<file path="config.mk">
export PLATFORM = sky130hd
export DESIGN_NAME = csw_clock_switch
export DESIGN_NICKNAME = d
export VERILOG_FILES = /design/src/include/csw_pkg.sv /design/src/rtl/csw_ready_pick.sv /design/src/rtl/csw_irq_unit.sv /design/src/rtl/csw_clock_switch.sv
export VERILOG_INCLUDE_DIRS = /design/src /design/src/include
export SDC_FILE = /design/constraint.sdc
export NUM_CORES = 1
export LEC_CHECK = 0
export BUFFER_PORTS_ARGS = -buffer_cell sky130_fd_sc_hd__buf_2
export CAP_MARGIN = 0
export CELL_PAD_IN_SITES_DETAIL_PLACEMENT = 1
export CELL_PAD_IN_SITES_GLOBAL_PLACEMENT = 1
export CORE_MARGIN = 3
export CORE_UTILIZATION = 29
export DETAILED_ROUTE_END_ITERATION = 7
export HOLD_SLACK_MARGIN = 0.1
export MAX_ROUTING_LAYER = met4
export PLACE_DENSITY_LB_ADDON = 0.3
export SYNTH_ARGS = -nofsm -noshare
export SYNTH_HDL_FRONTEND = slang
export SYNTH_SLANG_ARGS = --single-unit
</file>
<file path="constraint.sdc">
create_clock -name clk -period 2.25 [get_ports clk]
set_clock_uncertainty 0.1 [all_clocks]
set_input_delay 0.5625 -clock clk [delete_from_list [all_inputs] [get_ports clk]]
set_output_delay 0.5625 -clock clk [all_outputs]
set_load 0.03 [all_outputs]
</file>
<file path="src/include/csw_defs.svh">
// Functional notes
// - bits 6:4 of the active clock status register show the source now driving the clock.
// - bits 3:0 of the active clock status register show the divider now applied.
// - with switch_hold at 1 a ready requested oscillator is not switched to; the block waits and interrupts.
// - with switch_hold at 0 the switch goes ahead once the requested oscillator is ready, after the new ready flag.
// - switch_hold is read/write, resets to 0 and may also be cleared by the hardware.
// - bit 6 of the switch control register selects high power (1) or low power (0) secondary oscillator.
// - oscillator_ready_flag (bit 4) is 1 when active equals requested and the sequencer is idle, 0 while a switch is in progress.
// - new_oscillator_ready_flag (bit 3) is 1 only while switching with the requested oscillator ready.
// - the new ready flag may rise two clocks after the oscillator is ready; the switch follows next cycle.
// - bit 7 of the status register and bits 5 and 2:0 of the control register read as 0.
`ifndef CSW_DEFS_SVH
`define CSW_DEFS_SVH

// ----------------------------------------------------------------
// register offsets
// ----------------------------------------------------------------
`define CSW_ACT_STATUS_OFS 8'h00
`define CSW_SWITCH_CTRL_OFS 8'h04
`define CSW_REQ_CLOCK_OFS 8'h08
`define CSW_IRQ_STATUS_OFS 8'h0C
`define CSW_IRQ_MASK_OFS 8'h10

// ----------------------------------------------------------------
// field positions
// ----------------------------------------------------------------
`define CSW_SRC_MSB 6
`define CSW_SRC_LSB 4
`define CSW_DIV_MSB 3
`define CSW_DIV_LSB 0
`define CSW_HOLD_BIT 7
`define CSW_PWR_BIT 6
`define CSW_OSC_RDY_BIT 4
`define CSW_NEW_RDY_BIT 3
`define CSW_IRQ_HOLD_BIT 0
`define CSW_IRQ_DONE_BIT 1
`define CSW_IRQ_W 2
`define CSW_OSC_N 8

// ----------------------------------------------------------------
// reset values
// ----------------------------------------------------------------
`define CSW_RST_SRC 3'h0
`define CSW_RST_DIV 4'h0
`define CSW_RST_HOLD 1'b0
`define CSW_RST_PWR 1'b0

`endif

</file>
<file path="src/include/csw_pkg.sv">
package csw_pkg;
  // switch sequencer states, gray along idle -> wait -> ready
  typedef enum logic [1:0] {
    CSW_IDLE  = 2'b00,
    CSW_WAIT  = 2'b01,
    CSW_READY = 2'b11
  } csw_state_t;
endpackage

</file>
<file path="src/rtl/csw_ready_pick.sv">
`timescale 1ns/1ps
`include "csw_defs.svh"
module csw_ready_pick (
  // clock and reset
  input wire logic clk,
  input wire logic rst,
  // oscillator ready lines and selection
  input wire logic [`CSW_OSC_N-1:0] osc_ready,
  input wire logic [2:0] sel,
  // registered ready and the source it belongs to
  output logic ready,
  output logic [2:0] ready_src
);
  typedef struct packed {
    logic ready;
    logic [2:0] src;
  } csw_pick_t;

  csw_pick_t r_reg;
  csw_pick_t r_next;

  always_comb begin
    r_next = r_reg;
    r_next.ready = osc_ready[sel];
    r_next.src = sel;
  end

  always_ff @(posedge clk) begin
    if (rst) begin
      r_reg <= '0;
    end else begin
      r_reg <= r_next;
    end
  end

  assign ready = r_reg.ready;
  assign ready_src = r_reg.src;
endmodule

</file>
<file path="src/rtl/csw_irq_unit.sv">
`timescale 1ns/1ps
`include "csw_defs.svh"
module csw_irq_unit #(
  parameter int W = `CSW_IRQ_W
) (
  // clock and reset
  input wire logic clk,
  input wire logic rst,
  // event pulses
  input wire logic [W-1:0] event_in,
  // software access
  input wire logic wr_status,
  input wire logic wr_mask,
  input wire logic [W-1:0] wdata,
  // state and interrupt
  output logic [W-1:0] status,
  output logic [W-1:0] mask,
  output logic irq
);
  typedef struct packed {
    logic [W-1:0] status;
    logic [W-1:0] mask;
    logic irq;
  } csw_irq_t;

  csw_irq_t r_reg;
  csw_irq_t r_next;

  always_comb begin
    r_next = r_reg;
    // write one clears, a new event wins
    if (wr_status) begin
      r_next.status = r_reg.status & ~wdata;
    end
    r_next.status = r_next.status | event_in;
    if (wr_mask) begin
      r_next.mask = wdata;
    end
    r_next.irq = |(r_next.status & r_next.mask);
  end

  always_ff @(posedge clk) begin
    if (rst) begin
      r_reg <= '0;
    end else begin
      r_reg <= r_next;
    end
  end

  assign status = r_reg.status;
  assign mask = r_reg.mask;
  assign irq = r_reg.irq;
endmodule

</file>
<file path="src/rtl/csw_clock_switch.sv">
// The placing of the registers and the AHB-Lite slave port were decided locally.
`timescale 1ns/1ps
`include "csw_defs.svh"
module csw_clock_switch (
  // clock and reset
  input wire logic clk,
  input wire logic rst,
  // ahb-lite slave
  input wire logic hsel,
  input wire logic [31:0] haddr,
  input wire logic [1:0] htrans,
  input wire logic hwrite,
  input wire logic [2:0] hsize,
  input wire logic [31:0] hwdata,
  input wire logic hready,
  output logic hreadyout,
  output logic hresp,
  output logic [31:0] hrdata,
  // oscillators
  input wire logic [`CSW_OSC_N-1:0] osc_ready,
  // clock tree control
  output logic [2:0] active_source_code,
  output logic [3:0] active_divider_code,
  output logic secondary_osc_power_select,
  // interrupt
  output logic irq
);
  // ----------------------------------------------------------------
  // state
  // ----------------------------------------------------------------
  typedef struct packed {
    csw_pkg::csw_state_t state;
    logic [2:0] act_src;
    logic [3:0] act_div;
    logic [2:0] req_src;
    logic [3:0] req_div;
    logic hold;
    logic hpwr;
    logic ap_valid;
    logic ap_write;
    logic [7:0] ap_addr;
    logic [31:0] rdata;
  } csw_core_t;

  csw_core_t r_reg;
  csw_core_t r_next;

  logic pick_ready;
  logic [2:0] pick_src;
  logic [`CSW_IRQ_W-1:0] irq_status;
  logic [`CSW_IRQ_W-1:0] irq_mask;
  logic [`CSW_IRQ_W-1:0] events;
  logic wr_phase;
  logic wr_ctrl;
  logic wr_req;
  logic wr_istat;
  logic wr_imask;
  logic switching;
  logic rdy_ok;
  logic oscillator_ready_flag;
  logic new_oscillator_ready_flag;
  logic ev_hold;
  logic ev_done;

  // ----------------------------------------------------------------
  // ready selection and interrupts
  // ----------------------------------------------------------------
  csw_ready_pick u_pick (
    .clk(clk),
    .rst(rst),
    .osc_ready(osc_ready),
    .sel(r_reg.req_src),
    .ready(pick_ready),
    .ready_src(pick_src)
  );

  assign events = {ev_done, ev_hold};

  csw_irq_unit #(
    .W(`CSW_IRQ_W)
  ) u_irq (
    .clk(clk),
    .rst(rst),
    .event_in(events),
    .wr_status(wr_istat),
    .wr_mask(wr_imask),
    .wdata(hwdata[`CSW_IRQ_W-1:0]),
    .status(irq_status),
    .mask(irq_mask),
    .irq(irq)
  );

  // ----------------------------------------------------------------
  // decode and flags
  // ----------------------------------------------------------------
  assign wr_phase = r_reg.ap_valid & r_reg.ap_write;
  assign wr_ctrl = wr_phase && (r_reg.ap_addr == `CSW_SWITCH_CTRL_OFS);
  assign wr_req = wr_phase && (r_reg.ap_addr == `CSW_REQ_CLOCK_OFS);
  assign wr_istat = wr_phase && (r_reg.ap_addr == `CSW_IRQ_STATUS_OFS);
  assign wr_imask = wr_phase && (r_reg.ap_addr == `CSW_IRQ_MASK_OFS);
  assign switching = {r_reg.req_src, r_reg.req_div} != {r_reg.act_src, r_reg.act_div};
  // ready only counts when it belongs to the source now requested
  assign rdy_ok = pick_ready && (pick_src == r_reg.req_src);
  assign oscillator_ready_flag = !switching && (r_reg.state == csw_pkg::CSW_IDLE);
  assign new_oscillator_ready_flag = (r_reg.state == csw_pkg::CSW_READY) && switching
    && rdy_ok;

  function automatic logic [31:0] rd_word(input logic [31:0] a);
    logic [31:0] d;
    d = 32'h0000_0000;
    if (a[31:8] == 24'h00_0000) begin
      case (a[7:0])
        `CSW_ACT_STATUS_OFS: begin
          d[`CSW_SRC_MSB:`CSW_SRC_LSB] = r_reg.act_src;
          d[`CSW_DIV_MSB:`CSW_DIV_LSB] = r_reg.act_div;
        end
        `CSW_SWITCH_CTRL_OFS: begin
          d[`CSW_HOLD_BIT] = r_reg.hold;
          d[`CSW_PWR_BIT] = r_reg.hpwr;
          d[`CSW_OSC_RDY_BIT] = oscillator_ready_flag;
          d[`CSW_NEW_RDY_BIT] = new_oscillator_ready_flag;
        end
        `CSW_REQ_CLOCK_OFS: begin
          d[`CSW_SRC_MSB:`CSW_SRC_LSB] = r_reg.req_src;
          d[`CSW_DIV_MSB:`CSW_DIV_LSB] = r_reg.req_div;
        end
        `CSW_IRQ_STATUS_OFS: begin
          d[`CSW_IRQ_W-1:0] = irq_status;
        end
        `CSW_IRQ_MASK_OFS: begin
          d[`CSW_IRQ_W-1:0] = irq_mask;
        end
        default: begin
          d = 32'h0000_0000;
        end
      endcase
    end
    return d;
  endfunction

  // ----------------------------------------------------------------
  // next state
  // ----------------------------------------------------------------
  always_comb begin
    r_next = r_reg;
    ev_hold = 1'b0;
    ev_done = 1'b0;
    case (r_reg.state)
      csw_pkg::CSW_IDLE: begin
        if (switching) begin
          r_next.state = csw_pkg::CSW_WAIT;
        end
      end
      csw_pkg::CSW_WAIT: begin
        if (!switching) begin
          r_next.state = csw_pkg::CSW_IDLE;
          r_next.hold = 1'b0;
        end else if (rdy_ok) begin
          r_next.state = csw_pkg::CSW_READY;
          ev_hold = r_reg.hold;
        end
      end
      csw_pkg::CSW_READY: begin
        if (!switching) begin
          r_next.state = csw_pkg::CSW_IDLE;
          r_next.hold = 1'b0;
        end else if (!rdy_ok) begin
          r_next.state = csw_pkg::CSW_WAIT;
        end else if (!r_reg.hold) begin
          r_next.act_src = r_reg.req_src;
          r_next.act_div = r_reg.req_div;
          r_next.state = csw_pkg::CSW_IDLE;
          ev_done = 1'b1;
        end
      end
      default: begin
        r_next.state = csw_pkg::CSW_IDLE;
      end
    endcase
    // software write wins over the hardware clear
    if (wr_ctrl) begin
      r_next.hold = hwdata[`CSW_HOLD_BIT];
      r_next.hpwr = hwdata[`CSW_PWR_BIT];
    end
    if (wr_req) begin
      r_next.req_src = hwdata[`CSW_SRC_MSB:`CSW_SRC_LSB];
      r_next.req_div = hwdata[`CSW_DIV_MSB:`CSW_DIV_LSB];
    end
    // address phase capture, read data registered for the data phase
    r_next.ap_valid = hsel && hready && htrans[1];
    r_next.ap_write = hwrite;
    r_next.ap_addr = haddr[31:8] == 24'h00_0000 ? haddr[7:0] : 8'hFF;
    if (hsel && hready && htrans[1] && !hwrite) begin
      r_next.rdata = rd_word(haddr);
    end
  end

  always_ff @(posedge clk) begin
    if (rst) begin
      r_reg <= '0;
      r_reg.state <= csw_pkg::CSW_IDLE;
      r_reg.act_src <= `CSW_RST_SRC;
      r_reg.act_div <= `CSW_RST_DIV;
      r_reg.req_src <= `CSW_RST_SRC;
      r_reg.req_div <= `CSW_RST_DIV;
      r_reg.hold <= `CSW_RST_HOLD;
      r_reg.hpwr <= `CSW_RST_PWR;
    end else begin
      r_reg <= r_next;
    end
  end

  // ----------------------------------------------------------------
  // outputs
  // ----------------------------------------------------------------
  assign hreadyout = 1'b1;
  assign hresp = 1'b0;
  assign hrdata = r_reg.rdata;
  assign active_source_code = r_reg.act_src;
  assign active_divider_code = r_reg.act_div;
  assign secondary_osc_power_select = r_reg.hpwr;

  logic rd_act;
  logic rd_ctrl;
  assign rd_act = r_reg.ap_valid && !r_reg.ap_write && r_reg.ap_addr == `CSW_ACT_STATUS_OFS;
  assign rd_ctrl = r_reg.ap_valid && !r_reg.ap_write && r_reg.ap_addr == `CSW_SWITCH_CTRL_OFS;
endmodule

</file>
==> out/qor.csv <==
stage,metric,value,unit
finish,area growth from synthesis to layout,15.2,%
clocking,root buf cell,clkbuf_8,
power,Comb pwr share,10.2,%
timing,Tcrit/Tclk final,84.9,%
finish,most frequent cells in the layout,"70 x buf_2, 45 x dfxtp_1, 33 x nor2_1",
placed_design,routability cong.,0.720,
die,I/O pin count,125,
finish,footprint of the multi-input gates,1240,um2
setup_path,CP Launch Type,flip-flop,
finish,NumNets Final,417,
global_routing,overall routing resource usage,13.2,%
routing,Routed Antenna Nets,0,
timing,Sum Neg Setup Slack,0,ns
clocking,clk slew on worst S/H paths,0.09,ns
finish,Antenna diodes,0,
timing,Tmin final,1.91,ns
routing,Vias/cell,4.59,
power,Clock power frac,38.9,%
clocking,clk sinks,45,
timing,"Slew Viols, Final",0,
global_routing,initial antenna violation count,0,
power,switching power,402,uW
finish,Register Area,901,um2
clocking,Hold Buf Count CTS,0,
clocking,post-CTS sizing,0,
clocking,CTS tree,yes,
placed_design,Final HPWL DP,5120,um
die,num rows,32,
logic_synthesis,Ys Warns,0,
clocking,clock buffer depth,2,
logic_synthesis,Post-synth EDFFs,0,
power,sequential share of power,50.9,%
power,Int Power,1.19,mW
placed_design,port bufs,70,
clocking,Worst-Skew Late Latency,0.30,ns
run_status,status,finished clean,
logic_synthesis,share of flip-flops with an asynchronous set or reset,0,%
logic_synthesis,synthesized instance count,279,
power,P_leak,1.21,nW
timing,# setup viols final,0,
clocking,post-CTS setup buffers,0,
logic_synthesis,synthesized area per cell,8.75,um2
logic_synthesis,main flop type after synthesis,dfxtp_1,
power,VDD IR max,0.200,mV
die,core area,7930,um2
clocking,Inserted Clock Buffers,5,
power,Sw Ratio,25.2,%
finish,max FFs per register,20,
routing,drt wl/cell,14.3,um
finish,FILL cells,979,
global_routing,total gr overflow,0,
logic_synthesis,Yosys reg bits,45,
setup_path,Critical Path Fanout Max,4,
routing,routed via count,2009,
global_routing,first-pass GRT wire length,9950,um
die,initial core utilization,30.8,%
timing,final hold violation count,0,
timing,f_max,523,MHz
logic_synthesis,Yosys cell types,46,
setup_path,nature of the critical path endpoint,flip-flop,
setup_path,CP arrival,1.99,ns
die,Die Area,9550,um2
clocking,Clock H-tree levels,2,
setup_path,Critical Path RT,2.33,ns
routing,final wirelength,6280,um
global_routing,largest net degree at the start of global routing,22,
job,max-cap viol count,0,
worst_hold_path,HP Class,reg2reg,
die,die width,97.7,um
routing,drt drc,0,
routing,drt pass-1 iters,4,
timing,RSZ-0062 raised after global routing,false,
finish,share of cells above drive strength 1,29.2,%
logic_synthesis,Synth Cell Area,2440,um2
global_routing,vias in the first global route,2010,
setup_path,critical path class,reg2reg,
logic_synthesis,sequential area share after synthesis,36.9,%
timing,hold slack,0.353,ns
routing,DRT iter0 DRCs,30,
finish,"most common cell after layout, fill and taps aside",buf_2,
power,PwrDens,566,nW/um2
die,Vert. Die Dim,97.7,um
[path summary, 6_finish.rpt]
check	startpoint	to	slack [ns]	cells after the start
min	hrdata[4]	hrdata[4]	0.35	2
max reg2reg	r_reg[45]	u_irq.irq	0.34	5
min reg2reg	hrdata[4]	hrdata[4]	0.35	2
max	r_reg[45]	u_irq.irq	0.34	5
[through the flow]
stage / setup slack, ns / cells / cell area [um2] / util, % / power [mW]
floorplan: 0.425 / 303 / 2530 / - / 0.962
global placement: 0.199 / 430 / 2700 / 34.1 / 0.989
detailed placement: 0.140 / 430 / 2700 / 34.1 / 0.992
CTS: 0.332 / 438 / 2810 / 35.5 / 1.62
global route: 0.193 / 438 / 2810 / 35.5 / 1.67
finish: 0.339 / 438 / 2810 / 35.5 / 1.59
[per-layer routing]
| layer | global-route usage, % | part of all wire, % | wire [um] | up-vias |
|---|---|---|---|---|
| li1 | - | - | - | 1004 |
| met1 | 15.2 | 43 | 2680 | 959 |
| met2 | 23.4 | 53 | 3310 | 40 |
| met3 | 2.79 | 3.6 | 223 | 6 |
| met4 | 3.51 | 1.2 | 76 | 0 |
| met5 | - | 0 | 0 | - |
[worst max-delay path, cell delays in order (launching register included)]
cell and delay, ns:
dfxtp_1 0.36, xor2_1 0.19, nor4_4 0.43, a211oi_1 0.19
a32oi_1 0.38, o32ai_2 0.14
[power by group through the flow]
| stage | clock, mW | combinational [mW] | sequential [mW] |
|---|---|---|---|
| finish | 0.620 | 0.163 | 0.811 |
| CTS | 0.644 | 0.163 | 0.811 |
| detailed placement | 0 | 0.163 | 0.829 |
| floorplan | 0 | 0.134 | 0.828 |
| global placement | 0 | 0.160 | 0.829 |
| global route | 0.679 | 0.178 | 0.812 |
[cell families after synthesis]
logic type	share of synthesized area (%)
flip-flops	36.9
XOR/XNOR	4.51
multiplexers	9.58
other	0.308
buffers and inverters	16.1
AO/OA/AOI/OAI	9.64
AND/OR/NAND/NOR	22.9
[final cells by class]
| cell class | count | area share (%) |
|---|---|---|
| inverters | 5 | 0.667 |
| flip-flops and latches | 45 | 32.0 |
| clock buffers | 6 | 2.58 |
| multi-input cells | 199 | 44.0 |
| clock inverters | 2 | 1.38 |
| well taps | 102 | 4.54 |
| repair buffers | 79 | 14.9 |
[synthesized netlist by cell type, drive strengths merged (3+ instances only)]
cell | n | area [um2]
a32oi | 3 | 26.3
or2 | 3 | 18.8
o21ai | 3 | 15.0
xnor2 | 3 | 41.3
buf | 45 | 342
mux2i | 17 | 170
nand4 | 9 | 62.6
nor2 | 34 | 130
inv | 5 | 18.8
nor4 | 8 | 65.1
nand3 | 3 | 15.0
nand2 | 25 | 93.8
a31oi | 3 | 18.8
xor2 | 7 | 68.8
dfxtp | 45 | 901
a21oi | 15 | 78.8
a211oi | 4 | 42.5
nor2b | 7 | 43.8
clkbuf | 9 | 33.8
nor3 | 11 | 60.1
No activity file was read; power rests on OpenSTA's default activity.
